===== src/iatm_defines.svh =====
`ifndef IATM_DEFINES_SVH
`define IATM_DEFINES_SVH

// Channel and sample geometry
`define IATM_NUM_CHAN 4
`define IATM_DATA_W 12
`define IATM_AVG_DEPTH 4

// Core clock and conversion timing
`define IATM_CLK_HZ 40000000
`define IATM_RATE_SPS 20000
`define IATM_CONV_CYC (`IATM_CLK_HZ / (`IATM_RATE_SPS * `IATM_NUM_CHAN))
`define IATM_RESP_TIME_US 75
`define IATM_RESP_CYC ((`IATM_RESP_TIME_US * `IATM_CLK_HZ) / 1000000)

// Serial frame layout
`define IATM_CMD_BITS 8
`define IATM_CMD_CHAN_LSB 0
`define IATM_RESP_BITS 16
`define IATM_CRC_BITS 8
`define IATM_CRC_POLY 8'h07
`define IATM_CRC_INIT 8'hFF
`define IATM_SYNC_STAGES 3

`endif


===== src/iatm_pkg.sv =====
`include "iatm_defines.svh"

package iatm_pkg;

  // One converted sample
  typedef logic [`IATM_DATA_W-1:0] iatm_sample_t;

  // Comparator behaviour per channel
  typedef enum logic {
    CMP_DIGITAL_INPUT,
    CMP_DIGITAL_STATUS
  } iatm_cmp_mode_t;

  // Serial port sequencing
  typedef enum logic [1:0] {
    SPI_IDLE,
    SPI_CMD,
    SPI_DATA
  } iatm_spi_state_t;

endpackage : iatm_pkg


===== src/iatm_chan_if.sv =====
`timescale 1ns/10ps

interface iatm_chan_if;
  import iatm_pkg::*;

  logic sample_valid;
  iatm_sample_t sample_data;
  logic filter_en;
  logic filter_clear;
  iatm_cmp_mode_t mode;
  iatm_sample_t thr_upper;
  iatm_sample_t thr_lower;
  iatm_sample_t raw;
  iatm_sample_t avg;
  logic cmp_out;
  logic crossing;

  modport ctrl (
    output sample_valid, sample_data, filter_en, filter_clear, mode, thr_upper, thr_lower,
    input raw, avg, cmp_out, crossing
  );

  modport chan (
    input sample_valid, sample_data, filter_en, filter_clear, mode, thr_upper, thr_lower,
    output raw, avg, cmp_out, crossing
  );

endinterface : iatm_chan_if


===== src/iatm_crc.sv =====
`timescale 1ns/10ps

module iatm_crc #(
  parameter int W = `IATM_RESP_BITS
) (
  // Word to protect, MSB first
  input wire logic [W-1:0] data,
  // Check byte
  output logic [`IATM_CRC_BITS-1:0] crc
);
  import iatm_pkg::*;

  // Bitwise CRC-8; unrolled by the loop, one level of logic per bit
  always_comb begin
    logic [`IATM_CRC_BITS-1:0] c;
    logic fb;
    c = `IATM_CRC_INIT;
    fb = 1'b0;
    for (int i = W - 1; i >= 0; i--) begin
      fb = c[`IATM_CRC_BITS-1] ^ data[i];
      c = {c[`IATM_CRC_BITS-2:0], 1'b0} ^ (fb ? `IATM_CRC_POLY : 8'h00);
    end
    crc = c;
  end

endmodule : iatm_crc


===== src/iatm_chan.sv =====
`timescale 1ns/10ps

module iatm_chan #(
  parameter int DATA_W = `IATM_DATA_W,
  parameter int DEPTH = `IATM_AVG_DEPTH
) (
  // Clock and reset
  input wire logic core_clk,
  input wire logic nrst,
  // Link to the core
  iatm_chan_if.chan bus
);
  import iatm_pkg::*;

  localparam int SW = DATA_W + $clog2(DEPTH);

  logic [DATA_W-1:0] hist [DEPTH];
  logic [SW-1:0] sum;
  logic [DATA_W-1:0] value;
  logic next_cmp;

  // Newest sample at index 0; history feeds the running average
  always_ff @(posedge core_clk) begin
    if (!nrst || bus.filter_clear) begin
      for (int i = 0; i < DEPTH; i++) hist[i] <= '0;
    end else if (bus.sample_valid) begin
      hist[0] <= bus.sample_data;
      for (int i = 1; i < DEPTH; i++) hist[i] <= hist[i-1];
    end
  end

  // Sum of the latest readings; depth is a power of two so divide is a shift
  always_comb begin
    sum = '0;
    for (int i = 0; i < DEPTH; i++) sum = sum + SW'(hist[i]);
  end

  // Comparator looks at the average only while filtering is on
  assign value = bus.filter_en ? sum[SW-1 -: DATA_W] : hist[0];

  // Registered copies of raw and filtered results for readout
  always_ff @(posedge core_clk) begin
    if (!nrst) begin
      bus.raw <= '0;
      bus.avg <= '0;
    end else begin
      bus.raw <= hist[0];
      bus.avg <= sum[SW-1 -: DATA_W];
    end
  end

  // Window comparator with hysteresis; status mode follows the upper limit alone
  always_comb begin
    next_cmp = bus.cmp_out;
    if (bus.mode == CMP_DIGITAL_INPUT) begin
      if (value > bus.thr_upper) next_cmp = 1'b1;
      else if (value < bus.thr_lower) next_cmp = 1'b0;
      else next_cmp = bus.cmp_out;
    end else begin
      next_cmp = value > bus.thr_upper;
    end
  end

  // Output level and a one-cycle pulse whenever it changes
  always_ff @(posedge core_clk) begin
    if (!nrst) begin
      bus.cmp_out <= 1'b0;
      bus.crossing <= 1'b0;
    end else begin
      bus.cmp_out <= next_cmp;
      bus.crossing <= next_cmp != bus.cmp_out;
    end
  end

endmodule : iatm_chan


===== src/iatm_top.sv =====
`timescale 1ns/10ps

// Notes on behaviour
// four channels, one converter, 12-bit results
// each channel converted at 20 ksps
// host reads raw or filtered result
// filtered value averages four latest samples
// per-channel upper and lower thresholds
// output high above upper, low below lower
// between thresholds the output holds in input mode; in status mode it goes low
// filtering makes comparator use the average
// interrupt on any threshold crossing
// unfiltered comparator answers within 75 us
// optional check byte, generated and verified
module iatm_top #(
  parameter int NUM_CHAN = `IATM_NUM_CHAN,
  parameter int DATA_W = `IATM_DATA_W,
  parameter int CONV_CYC = `IATM_CONV_CYC,
  parameter int RESP_CYC = `IATM_RESP_CYC
) (
  // Clock and reset
  input wire logic core_clk,
  input wire logic nrst,
  // Field-side converter
  output logic conv_req,
  output logic [$clog2(`IATM_NUM_CHAN)-1:0] conv_chan,
  input wire logic sample_valid,
  input wire logic [$clog2(`IATM_NUM_CHAN)-1:0] sample_chan,
  input wire iatm_pkg::iatm_sample_t sample_data,
  // Configuration
  input wire logic filter_en,
  input wire logic [`IATM_NUM_CHAN-1:0] filter_clear,
  input wire logic [`IATM_NUM_CHAN-1:0] comparator_mode_select,
  input wire iatm_pkg::iatm_sample_t [`IATM_NUM_CHAN-1:0] thr_upper,
  input wire iatm_pkg::iatm_sample_t [`IATM_NUM_CHAN-1:0] thr_lower,
  input wire logic crc_en,
  // Comparator pins and interrupt
  output logic [`IATM_NUM_CHAN-1:0] channel_compare_out,
  output logic [`IATM_NUM_CHAN-1:0] crossing_flags,
  input wire logic [`IATM_NUM_CHAN-1:0] crossing_clear,
  output logic irq_n,
  // Status
  output logic [`IATM_NUM_CHAN-1:0] sample_timeout,
  output logic crc_err,
  output logic frame_err,
  // Serial port
  input wire logic spi_sclk,
  input wire logic spi_cs_n,
  input wire logic spi_sdi,
  output logic spi_sdo,
  output logic spi_sdo_oe
);
  import iatm_pkg::*;

  localparam int CHW = $clog2(NUM_CHAN);
  localparam int CW = $clog2(CONV_CYC);
  localparam int TW = $clog2(RESP_CYC + 1);
  localparam int CMD_BITS = `IATM_CMD_BITS;
  localparam int RESP_BITS = `IATM_RESP_BITS;
  localparam int CRC_BITS = `IATM_CRC_BITS;
  localparam int TX_BITS = RESP_BITS + CRC_BITS;
  localparam int BCW = 6;

  // Channel result views
  iatm_chan_if ch_if [NUM_CHAN] ();
  iatm_sample_t raw_a [NUM_CHAN];
  iatm_sample_t avg_a [NUM_CHAN];
  logic [NUM_CHAN-1:0] cross_a;

  // Conversion scheduler
  logic [CW-1:0] conv_cnt;

  // Pin synchronisers: index 0 clock, 1 select, 2 data
  logic [2:0] sync1;
  logic [2:0] sync2;
  logic [2:0] sync3;
  logic [2:0] pin_f;
  logic sclk_prev;
  logic sclk_rise;
  logic sclk_fall;
  logic cs_act;

  // Serial engine
  iatm_spi_state_t spi_state;
  logic [BCW-1:0] bit_cnt;
  logic [CMD_BITS-1:0] rx_sr;
  logic [CMD_BITS-1:0] cmd;
  logic [CMD_BITS-1:0] next_rx;
  logic [TX_BITS-1:0] tx_sr;
  logic [RESP_BITS-1:0] resp_word;
  logic [CRC_BITS-1:0] resp_crc;
  logic [CRC_BITS-1:0] cmd_crc;
  logic [CHW-1:0] rd_chan;
  logic frame_bad;

  // Round-robin conversion requests, one channel every CONV_CYC cycles
  always_ff @(posedge core_clk) begin
    if (!nrst) begin
      conv_cnt <= '0;
      conv_req <= 1'b0;
      conv_chan <= '0;
    end else begin
      conv_req <= 1'b0;
      if (conv_cnt == CW'(CONV_CYC - 1)) begin
        conv_cnt <= '0;
        conv_req <= 1'b1;
        conv_chan <= conv_chan + CHW'(1);
      end else begin
        conv_cnt <= conv_cnt + CW'(1);
      end
    end
  end

  // Per-channel filter and comparator
  generate
    for (genvar g = 0; g < NUM_CHAN; g++) begin : g_chan
      assign ch_if[g].sample_valid = sample_valid && (sample_chan == CHW'(g));
      assign ch_if[g].sample_data = sample_data;
      assign ch_if[g].filter_en = filter_en;
      assign ch_if[g].filter_clear = filter_clear[g];
      assign ch_if[g].mode = iatm_cmp_mode_t'(comparator_mode_select[g]);
      assign ch_if[g].thr_upper = thr_upper[g];
      assign ch_if[g].thr_lower = thr_lower[g];
      assign raw_a[g] = ch_if[g].raw;
      assign avg_a[g] = ch_if[g].avg;
      assign cross_a[g] = ch_if[g].crossing;
      assign channel_compare_out[g] = ch_if[g].cmp_out;

      iatm_chan #(
        .DATA_W(DATA_W),
        .DEPTH(`IATM_AVG_DEPTH)
      ) u_chan (
        .core_clk(core_clk),
        .nrst(nrst),
        .bus(ch_if[g])
      );
    end
  endgenerate

  // Stale-data watch: a channel with no sample for the response time is flagged,
  // since its comparator pin can no longer meet the response figure
  generate
    for (genvar g = 0; g < NUM_CHAN; g++) begin : g_watch
      logic [TW-1:0] age;
      always_ff @(posedge core_clk) begin
        if (!nrst) begin
          age <= '0;
          sample_timeout[g] <= 1'b0;
        end else if (ch_if[g].sample_valid) begin
          age <= '0;
          sample_timeout[g] <= 1'b0;
        end else if (age == TW'(RESP_CYC)) begin
          sample_timeout[g] <= 1'b1;
        end else begin
          age <= age + TW'(1);
        end
      end
    end
  endgenerate

  // Sticky crossing flags; a crossing in the clear cycle still sets the flag
  always_ff @(posedge core_clk) begin
    if (!nrst) begin
      crossing_flags <= '0;
    end else begin
      crossing_flags <= (crossing_flags & ~crossing_clear) | cross_a;
    end
  end

  // Interrupt pin, active low while any flag stands
  always_ff @(posedge core_clk) begin
    if (!nrst) begin
      irq_n <= 1'b1;
    end else begin
      irq_n <= ~|((crossing_flags & ~crossing_clear) | cross_a);
    end
  end

  // Three-stage synchronisers on the serial pins
  always_ff @(posedge core_clk) begin
    if (!nrst) begin
      sync1 <= 3'h2;
      sync2 <= 3'h2;
      sync3 <= 3'h2;
    end else begin
      sync1 <= {spi_sdi, spi_cs_n, spi_sclk};
      sync2 <= sync1;
      sync3 <= sync2;
    end
  end

  // A pin level is accepted only once the last two stages agree
  always_ff @(posedge core_clk) begin
    if (!nrst) begin
      pin_f <= 3'h2;
      sclk_prev <= 1'b0;
    end else begin
      for (int i = 0; i < 3; i++) begin
        if (sync2[i] == sync3[i]) pin_f[i] <= sync3[i];
      end
      sclk_prev <= pin_f[0];
    end
  end

  assign sclk_rise = pin_f[0] && !sclk_prev;
  assign sclk_fall = !pin_f[0] && sclk_prev;
  assign cs_act = !pin_f[1];
  assign next_rx = {rx_sr[CMD_BITS-2:0], pin_f[2]};

  // Result chosen by the command's channel field, raw or averaged
  assign rd_chan = next_rx[`IATM_CMD_CHAN_LSB +: CHW];
  assign resp_word = {channel_compare_out,
                      filter_en ? avg_a[rd_chan] : raw_a[rd_chan]};

  // Check bytes: one over the outgoing result, one over the received command
  iatm_crc #(
    .W(RESP_BITS)
  ) u_resp_crc (
    .data(resp_word),
    .crc(resp_crc)
  );

  iatm_crc #(
    .W(CMD_BITS)
  ) u_cmd_crc (
    .data(cmd),
    .crc(cmd_crc)
  );

  // Frame length check: a frame must end after the result, or after its check byte
  assign frame_bad = (bit_cnt != BCW'(CMD_BITS + RESP_BITS)) &&
                     (bit_cnt != BCW'(CMD_BITS + TX_BITS));

  // Frame sequencing and receive side, sampled on the rising serial clock
  always_ff @(posedge core_clk) begin
    if (!nrst) begin
      spi_state <= SPI_IDLE;
      bit_cnt <= '0;
      rx_sr <= '0;
      cmd <= '0;
      crc_err <= 1'b0;
      frame_err <= 1'b0;
    end else begin
      unique case (spi_state)
        SPI_IDLE: begin
          if (cs_act) begin
            spi_state <= SPI_CMD;
            bit_cnt <= '0;
            crc_err <= 1'b0;
            frame_err <= 1'b0;
          end
        end
        SPI_CMD: begin
          if (!cs_act) begin
            spi_state <= SPI_IDLE;
            frame_err <= 1'b1;
          end else if (sclk_rise) begin
            rx_sr <= next_rx;
            bit_cnt <= bit_cnt + BCW'(1);
            if (bit_cnt == BCW'(CMD_BITS - 1)) begin
              cmd <= next_rx;
              spi_state <= SPI_DATA;
            end
          end
        end
        SPI_DATA: begin
          if (!cs_act) begin
            spi_state <= SPI_IDLE;
            frame_err <= frame_bad;
          end else if (sclk_rise) begin
            rx_sr <= next_rx;
            if (bit_cnt != '1) bit_cnt <= bit_cnt + BCW'(1);
            if (crc_en && bit_cnt == BCW'(CMD_BITS + CRC_BITS - 1)) begin
              crc_err <= next_rx != cmd_crc;
            end
          end
        end
      endcase
    end
  end

  // Transmit side: result loaded after the command, shifted on falling edges
  always_ff @(posedge core_clk) begin
    if (!nrst) begin
      tx_sr <= '0;
      spi_sdo <= 1'b0;
    end else if (!cs_act) begin
      spi_sdo <= 1'b0;
    end else if (spi_state == SPI_CMD && sclk_rise && bit_cnt == BCW'(CMD_BITS - 1)) begin
      tx_sr <= {resp_word, crc_en ? resp_crc : 8'h00};
    end else if (spi_state == SPI_DATA && sclk_fall) begin
      spi_sdo <= tx_sr[TX_BITS-1];
      tx_sr <= {tx_sr[TX_BITS-2:0], 1'b0};
    end
  end

  // Data pin driven only while the host selects the device
  always_ff @(posedge core_clk) begin
    if (!nrst) begin
      spi_sdo_oe <= 1'b0;
    end else begin
      spi_sdo_oe <= cs_act;
    end
  end

endmodule : iatm_top


===== config.mk =====
export PLATFORM = sky130hd
export DESIGN_NAME = iatm_top
export DESIGN_NICKNAME = d
export VERILOG_FILES = /design/src/iatm_pkg.sv /design/src/iatm_chan_if.sv /design/src/iatm_crc.sv /design/src/iatm_chan.sv /design/src/iatm_top.sv
export VERILOG_INCLUDE_DIRS = /design/src
export SDC_FILE = /design/constraint.sdc
export NUM_CORES = 1
export LEC_CHECK = 0
export ABC_AREA = 1
export BUFFER_PORTS_ARGS = -buffer_cell sky130_fd_sc_hd__buf_2
export CELL_PAD_IN_SITES_DETAIL_PLACEMENT = 0
export CELL_PAD_IN_SITES_GLOBAL_PLACEMENT = 1
export CORE_ASPECT_RATIO = 1.5
export CORE_MARGIN = 1
export CORE_UTILIZATION = 45
export CTS_BUF_LIST = sky130_fd_sc_hd__clkbuf_2 sky130_fd_sc_hd__clkbuf_4 sky130_fd_sc_hd__clkbuf_8
export CTS_CLUSTER_DIAMETER = 80
export DETAILED_ROUTE_END_ITERATION = 12
export PLACE_DENSITY_LB_ADDON = 0.15
export SYNTH_ARGS = -nofsm -noshare
export SYNTH_HDL_FRONTEND = slang
export SYNTH_HIERARCHICAL = 1
export SYNTH_SLANG_ARGS = --single-unit

===== constraint.sdc =====
create_clock -name core_clk -period 5.82 [get_ports core_clk]
set_clock_uncertainty 0.05 [all_clocks]
set_input_delay 0.582 -clock core_clk [delete_from_list [all_inputs] [get_ports core_clk]]
set_output_delay 0.582 -clock core_clk [all_outputs]
set_load 0.1 [all_outputs]

# After elaboration in Yosys (flattened, before gate mapping)
# Memory sizes are Yosys's and may differ from the RTL's.
# Index checks and enable logic that the tools add are counted.
# classes
n_eq_ne	34
addsub	19
n_reduce_logical	40
n_bitwise	69
order_cmp	9
mux	108
# ops
operator	count
$mux W12	25
$xor A8 B8 Y8	22
$add A32 B1 Y32 const B	4
$eq A32 B32 Y1 const B	4
$add A14 B12 Y14	8
$mux W3	24
$add A12 B12 Y13	4
$bmux W12 S2	2
$gt A12 B12 Y1	4
$lt A12 B12 Y1	4
$mux W24	2
$mux W1	39
$mux W6	6
$xor A1 B1 Y1	22
$ne A2 B2 Y1 const B	9
$pmux W6 S3	1
$or A1 B1 Y1	16
$not A7 Y7	2
$reduce_or A2 Y1	7
$ne A6 B6 Y1 const B	2
$logic_and A1 B1 Y1	11
$mux W2	5
$add A9 B1 Y9 const B	1
$eq A9 B9 Y1 const B	1
31 further kinds	54
# word_totals
n_memories	4
inputBits	130
ram_bits	192
elab_cells	328
out_inout_bits	20
regBits	317
# memory_table
memory	words	word_bits	rd	rd_clocked_by_memory_dff	wr	line_no	source
g_chan[0].u_chan.hist	4	12	4	0	4	iatm_chan.sv:17	logic [DATA_W-1:0] hist [DEPTH];
g_chan[1].u_chan.hist	4	12	4	0	4	iatm_chan.sv:17	
g_chan[2].u_chan.hist	4	12	4	0	4	iatm_chan.sv:17	
g_chan[3].u_chan.hist	4	12	4	0	4	iatm_chan.sv:17	

# Depth between registers and ports, before layout
# Gate-level depths: netlist of the first run.
# depth
ltp_word	49
depth_mapped	32
mapped_depth_nobuf	32

# By module
# The synthesis of the first run kept the hierarchy.
# modules_own_cells
module	seq_area_each_um2	n_inst	area_each_um2	cells_per_inst
iatm_top	4264.1	1	12017.8	1943
iatm_chan (g_chan[0].u_chan)	1961.9	1	4740.8	574
iatm_chan (g_chan[3].u_chan)	1961.9	1	4739.5	573
iatm_chan (g_chan[2].u_chan)	1961.9	1	4735.8	571
iatm_chan (g_chan[1].u_chan)	1961.9	1	4712.0	563
iatm_crc (u_resp_crc)	0.0	1	560.5	122
iatm_crc (u_cmd_crc)	0.0	1	205.2	41

# Least setup slack after synthesis of the first run
# No wires, ideal clock.
# synth_path
path_type	register to register
from	mem g_chan[3].u_chan/hist[0][0] (netlist name)
to	reg g_chan[3].u_chan.bus.crossing
synth_period_minus_slack_ps	4293
path_buffers	0
setup_time_ps	124
path_stages_with_launch	29
required_time_ps	5646
arrival_ps	4119
slack_ps	1527
cell_sequence	edfxtp_1 > ha_1 > inv_1 > fa_1 > nand3b_1 > nand2_1 > a21oi_1 > o21ai_2 > nand2_1 > nand4_1 > nand2_1 > fa_1 > inv_1 > ha_1 > inv_1 > o21bai_1 > a21oi_1 > nand3_1 > xor2_1 > o21ai_0 > ha_1 > a21oi_1 > nor2_1 > nor3_1 > nand3_1 > nand2_1 > nand2_1 > nand2_1 > a21oi_1
# synth_rtl
element	line_no	source
start: declaration	iatm_chan.sv:17	
end signal: assignment	iatm_chan.sv:71	bus.crossing <= next_cmp != bus.cmp_out;
end: declaration	iatm_chan_if.sv:25	output raw, avg, cmp_out, crossing

==> results of run 1 <==
-- registers in the layout, summed over array words and instances (netlist names), 6 cells and up --
| signal | cells |
|---|---|
| rx_sr | 7 |
| g_chan.u_chan/bus.raw | 48 |
| tx_sr | 24 |
| g_chan.u_chan/bus.avg | 48 |
| cmd | 8 |
| bit_cnt | 6 |
| g_chan.u_chan/hist | 192 |
| conv_cnt | 9 |
| g_watch.age | 128 |
-- kinds of logic after synthesis --
| kind of cell | Yosys count |
|---|---|
| adder cells (fa/ha/maj) | 254 |
| AO/OA/AOI/OAI | 507 |
| flip-flops | 509 |
| AND/OR/NAND/NOR | 2137 |
| buffers and inverters | 876 |
| XOR/XNOR | 104 |
-- metrics by stage --
stage / setup WS [ns] / utilization (%) / hold slack (ns) / std cells / instance area (sq um)
finish: 0.6915 / 50.86 / 0.1244 / 5522 / 35290
global route: 0.2134 / 50.85 / 0.1365 / 5521 / 35290
CTS: 0.6366 / 50.85 / 0.07037 / 5520 / 35290
detailed placement: 0.6733 / 47.92 / 0.3555 / 5358 / 33260
global placement: 0.6963 / 47.92 / 0.3614 / 5358 / 33260
floorplan: 1.527 / - / 0.3405 / 4387 / 31710
-- critical path: cells and delay by family, from the launching register on --
| family | cells | cell delay [ns] |
|---|---|---|
| and+or+nand+nor | 14 | 1.65 |
| AOI/OAI and AO/OA | 7 | 0.82 |
| adders and majority gates | 5 | 1.75 |
| buffers and inverters | 3 | 0.28 |
| DFF | 1 | 0.42 |
-- power groups by stage --
| stage | clock network [mW] | registers [mW] | logic (mW) |
|---|---|---|---|
| global route | 3.95 | 4.05 | 2.53 |
| CTS | 3.80 | 4.04 | 2.24 |
| floorplan | 0 | 4.10 | 1.56 |
| finish | 3.70 | 4.03 | 2.23 |
| detailed placement | 0 | 4.12 | 2.23 |
| global placement | 0 | 4.11 | 2.22 |
-- synth_stat cells, drive strengths merged --
| cell | number |
|---|---|
| nor3 | 40 |
| clkinv | 1 |
| nand4 | 42 |
| xnor2 | 47 |
| and2 | 17 |
| and3 | 4 |
| o311ai | 3 |
| nand3b | 54 |
| a21o | 7 |
| clkbuf | 33 |
| a21oi | 285 |
| o21bai | 12 |
| dfxtp | 317 |
| or2 | 20 |
| o2111ai | 1 |
| nor2 | 621 |
| edfxtp | 192 |
| nand2 | 1131 |
| inv | 785 |
| a211oi | 3 |
| nand3 | 205 |
| o21ai | 182 |
| buf | 57 |
| fa | 52 |
| o311a | 1 |
| ha | 202 |
| o21a | 3 |
| nor3b | 3 |
| xor2 | 57 |
| a21boi | 9 |
| a31oi | 1 |
-- cell type report --
class | count | area (sq um) | share of cell area, %
diodes | 2 | 5.005 | 0.01418
clock buffers | 128 | 1624 | 4.602
clock inverters | 31 | 375.4 | 1.064
inverters | 786 | 2950 | 8.360
multi-input cells | 3002 | 16230 | 45.98
flip-flops and latches | 509 | 12110 | 34.32
well taps | 900 | 1126 | 3.191
repair buffers | 164 | 868.3 | 2.461
-- worst min-delay path by stage --
stage	slack, ns	to	depth (start not counted)	from
5_1_grt	0.14	crossing_flags[1]	4	crossing_clear[1]
6_report	0.12	g_chan[0].u_chan/bus.cmp_out	4	comparator_mode_select[0]
2_1_floorplan	0.34	sync2[0]	2	sync1[0]
4_1_cts	0.07	g_chan[0].u_chan/bus.cmp_out	4	comparator_mode_select[0]
3_5_place_dp	0.36	sync2[1]	1	sync1[1]
3_3_place_gp	0.36	sync2[1]	1	sync1[1]
-- metal layers --
metal / vias to the layer above / GRT usage [%]
met2: 450 / 47.51
met5: - / 0
met4: 2 / 10.72
li1: 14080 / -
met3: 170 / 2.906
met1: 12450 / 26.98
-- timing repair --
item,in CTS,in global routing
hold buffers,3,0
endpoints found under the setup margin,0,0
hold endpoints to repair,3,0
==> metrics.txt, run 1 <==
Power Dens Cells=282.3 nW/um^2; Vias per Instance=4.918; Clk Latency, worst-skew pair=0.72 ns; post-synthesis mux area share=0%; Yosys warning count=6; Synth top area share=20.01%; CTS HTree Levels=3; Final TNS setup=0 ns; depth of the most critical reg-to-reg path=29; clock buffer depth=3; grt total ovfl=0; Pwr Total=9.961 mW; Synthesized Nets=~4800; startpoint types=register; Slowest Stage Delay on Critical Path=0.48 ns; post-CTS setup buffer count=0; commonest non-fill, non-tap cell in the layout=nand2_1; Initial Util=between 40% and 50%; area grow syn2layout=11.28%; initial DRC count=approximately 1400; Worst path slowest cell=fa_1; hpwl dp=~69 mm; port buffer count=149; met2 wire length=47.09 mm; TritonCTS Buffers=between 80 and 90; outcome=completed; #FFs+latches synth=509; WL met3=2.632 mm; Critical Path End=g_chan[1].u_chan/bus.crossing; vias in the first global route=27010; M1 wire length=34.71 mm; Critical Path RT=between 6 and 7 ns; XOR/XNOR share of the synthesized area=2.872%; worst reg2reg path startpoint=g_chan[1].u_chan/hist[0][0]; final count of pins violating max slew=0; Worst IR Drop VDD=293.1 uV; post-synthesis compound-gate area fraction=8.621%; CTS Sinks=509; Area contributors post-synth=dfxtp_1 20%, edfxtp_1 18%, nand2_1 13%; RSZ-0062 raised after global routing=false; Slew HR=29.20%; arrival time of the worst setup path=5.64 ns; max_cap viols=0; first-pass GRT wire length=138.9 mm; crit path max fanout=4; GRT Overall Usage=roughly 25%; Reg clk slew, reported paths=about 0.07 ns; clock root cell=clkbuf_8; Seq/Total Area, Yosys=38.19%; CTS tree=done; HP Class=input port to register; DRC=0; Die Ht=between 300 and 400 um; largest family of logic cells by synthesized area=simple AND/OR/NAND/NOR gates; PostCTS Resize Cnt=0; adder-cell share of the synthesized area=11.25%; Die W=218.8 um; largest net degree at the start of global routing=54; fill cell count=7261; total number of vias=27160; library cells used by synthesis=49; Fin. Hold Viols=0; # rows=roughly 120; Avg Cell Area, Syn=7.229 sq um; R2R Path End=g_chan[1].u_chan/bus.crossing; share of power burned in registers=40.5%; Ports=150; biggest area consumer among synthesized cells=dfxtp_1; clock network power share=between 30% and 40%; crit path from=g_chan[1].u_chan/hist[0][0]; crit-path most repeated cell=nand2_1; core area=69390 sq um; Max Fclk=195.0 MHz; Gate Count Post-Synth=roughly 4400; drt pass-1 iters=8; final wirelength=88.00 mm; Final Cycle Share=about 88%; WL/cell=15.94 um; Die ar.=approximately 70000 sq um; Antenna Violating Nets Remaining=0; Netlist Area Pre-Place=between 30000 and 40000 sq um; Int Power=6.751 mW; Combinational Power Share=22.3%; Synth Area in Simple Gates=28.34%; Worst setup EP type=register; reg-to-reg slack, setup=0.69 ns; Sw Share=32.23%; Setup CP Type=register to register; GP Congestion=0.9173; Finish-stage setup viols=0; most frequent cells in the layout=1115 x nand2_1, 772 x inv_1, 592 x nor2_1; Net Sw Power=approximately 3.2 mW; Top Layer Used=met5; Layout Nets=4932; Final min period=5.129 ns; share of cells above drive strength 1=9.091%; actual slew at the worst max-slew pin=1.061 ns; initial antenna violation count=2; LEAKAGE=16.29 nW
(Power assumes the default switching activity.)
==> inputs of run 2 (changes only) <==
--- a/config.mk
+++ b/config.mk
@@ -10,7 +10,7 @@
 export BUFFER_PORTS_ARGS = -buffer_cell sky130_fd_sc_hd__buf_2
 export CELL_PAD_IN_SITES_DETAIL_PLACEMENT = 0
 export CELL_PAD_IN_SITES_GLOBAL_PLACEMENT = 1
-export CORE_ASPECT_RATIO = 1.5
+export CORE_ASPECT_RATIO = 1.1
 export CORE_MARGIN = 1
 export CORE_UTILIZATION = 45
 export CTS_BUF_LIST = sky130_fd_sc_hd__clkbuf_2 sky130_fd_sc_hd__clkbuf_4 sky130_fd_sc_hd__clkbuf_8
==> constraint.sdc (replaced) <==
create_clock -name core_clk -period 6.65 [get_ports core_clk]
set_clock_uncertainty 0.05 [all_clocks]
set_input_delay 0.665 -clock core_clk [delete_from_list [all_inputs] [get_ports core_clk]]
set_output_delay 0.665 -clock core_clk [all_outputs]
set_load 0.1 [all_outputs]
==> metrics.txt, run 2 (synthesized netlist as in run 1, its figures left out) <==
outcome=completed; delay-heaviest family, CP=simple AND/OR/NAND/NOR gates; Worst Hold Path EP=sync1[0]; Clk Latency, worst-skew pair=0.71 ns; PostCTS Resize Cnt=0; CTS HTree Levels=3; Setup CP Type=register to register; hpwl dp=65.17 mm; Die Ht=280.4 um; Final TNS setup=0 ns; Worst IR Drop VDD=between 150 and 200 uV; top flop regs=g_chan.u_chan/hist (192), g_watch.age (128); Initial Util=45.71%; startpoint types=register; max_cap viols=0; gr busiest metal=met2; GP Congestion=0.8851; Levels on crit path=30; post-CTS setup buffer count=0; CTS tree=done; drt pass-1 iters=7; Layout Nets=4937; Setup WS post-layout=approximately 1.5 ns; core area=69380 sq um; port buffer count=~150; most frequent cells in the layout=1115 x nand2_1, 772 x inv_1, 592 x nor2_1; Ports=150; Power Dens Cells=roughly 240 nW/um^2; initial antenna violation count=3; commonest non-fill, non-tap cell in the layout=nand2_1; multi-input combinational cell area=16230 sq um; Final Cycle Share=77.94%; grt met3 use=3.498%; DRC=0; share of cells above drive strength 1=9.354%; Reg area=12110 sq um; depth of the most critical reg-to-reg path=30; crit-path most repeated cell=nand2_1; largest reg by FF count=g_chan.u_chan/hist; clock buffer depth=3; final wirelength=84.42 mm; WL/cell=between 15 and 20 um; Worst setup EP type=register; actual slew at the worst max-slew pin=slightly below 1 ns; # rows=101; Die ar.=71540 sq um; LEAKAGE=between 15 and 20 nW; CP Buf/Inv Count=3; initial DRC count=between 1000 and 1500; Critical Path RT=7.21 ns; Max Fclk=192.9 MHz; total number of vias=26840; Fin. Hold Viols=0; fill cell count=between 7000 and 8000; grt total ovfl=0; max reg flops=192; arrival time of the worst setup path=5.75 ns; Slew HR=34.56%; WHS Path Cells=3; R2R Path End=g_chan[1].u_chan/bus.crossing; Hold-fix buffers, CTS=0; worst reg2reg path startpoint=g_chan[1].u_chan/hist[0][0]; vias in the first global route=26140; Die W=about 260 um; Worst path slowest cell=fa_1; CTS Sinks=509; TritonCTS Buffers=92; final count of pins violating max slew=0; hold_sp=spi_sclk; RSZ-0062 raised after global routing=false; clock root cell=clkbuf_8; Reg clk slew, reported paths=around 0.07 ns; Final min period=5.183 ns; first-pass GRT wire length=approximately 130 mm; Slowest Stage Delay on Critical Path=0.49 ns; Antenna Violating Nets Remaining=0; HP Class=input port to register; Vias per Instance=between 4 and 5; area grow syn2layout=11.28%; met2 Track Usage GR=41.46%; GRT Overall Usage=23.96%; largest net degree at the start of global routing=52; Finish-stage setup viols=0; crit path max fanout=4; dpl ws=between 1.5 and 2 ns; GRT met1 Usage=30.52%; reg-to-reg slack, setup=1.47 ns
run 2: worst reg2reg max path, delay by kind of cell, from the launching register on:
family / cells / cell delay [ns]
AOI/OAI and AO/OA: 7 / 0.92
adders and majority gates: 5 / 1.72
buffers and inverters: 3 / 0.23
DFF: 1 / 0.43
and+or+nand+nor: 15 / 1.72
run 2: per-stage QoR:
stage	instance area (sq um)	power [mW]	hold slack, ns	instances	utilization [%]
floorplan	31710	4.960	0.3405	4387	-
global placement	33300	5.503	0.3592	5386	47.99
detailed placement	33300	5.512	0.3500	5386	47.99
global route	35290	9.120	0.1093	5557	50.86
finish	35290	8.607	0.1205	5557	50.86
CTS	35290	8.721	0.05375	5556	50.86
run 2: where the power goes:
| group | total, mW | internal (mW) | switching [mW] |
|---|---|---|---|
| Combinational | 1.91 | 0.644 | 1.27 |
| Clock | 3.17 | 1.78 | 1.39 |
| Sequential | 3.53 | 3.41 | 0.119 |
| Total | 8.61 | 5.83 | 2.77 |
run 2: final cells by class:
cell class | instances | share of cell area [%]
multi-input combinational | 3002 | 45.99
sequential | 509 | 34.33
timing repair buffer | 162 | 2.397
clock inverter | 27 | 0.7481
clock buffer | 143 | 4.886
antenna | 1 | 0.007091
inverter | 786 | 8.361
tap | 927 | 3.287
run 2: layer usage:
| metal | up-vias | part of all wire (%) |
|---|---|---|
| met5 | - | 0.015 |
| met4 | 2 | 2.5 |
| met3 | 112 | 4.3 |
| met2 | 453 | 48 |
| met1 | 12180 | 45 |
| li1 | 14090 | - |
run 2: worst max-delay path by stage:
| stage | startpoint | endpoint | slack, ns |
|---|---|---|---|
| 3_5_place_dp | g_chan[1].u_chan/hist[0][0] | g_chan[1].u_chan/bus.crossing | 1.55 |
| 5_1_grt | g_chan[1].u_chan/hist[0][0] | g_chan[1].u_chan/bus.crossing | 1.01 |
| 3_3_place_gp | g_chan[3].u_chan/hist[0][2] | g_chan[3].u_chan/bus.crossing | 1.61 |
| 2_1_floorplan | g_chan[3].u_chan/hist[0][0] | g_chan[3].u_chan/bus.crossing | 2.36 |
| 4_1_cts | g_chan[1].u_chan/hist[0][0] | g_chan[1].u_chan/bus.crossing | 1.52 |
| 6_report | g_chan[1].u_chan/hist[0][0] | g_chan[1].u_chan/bus.crossing | 1.47 |
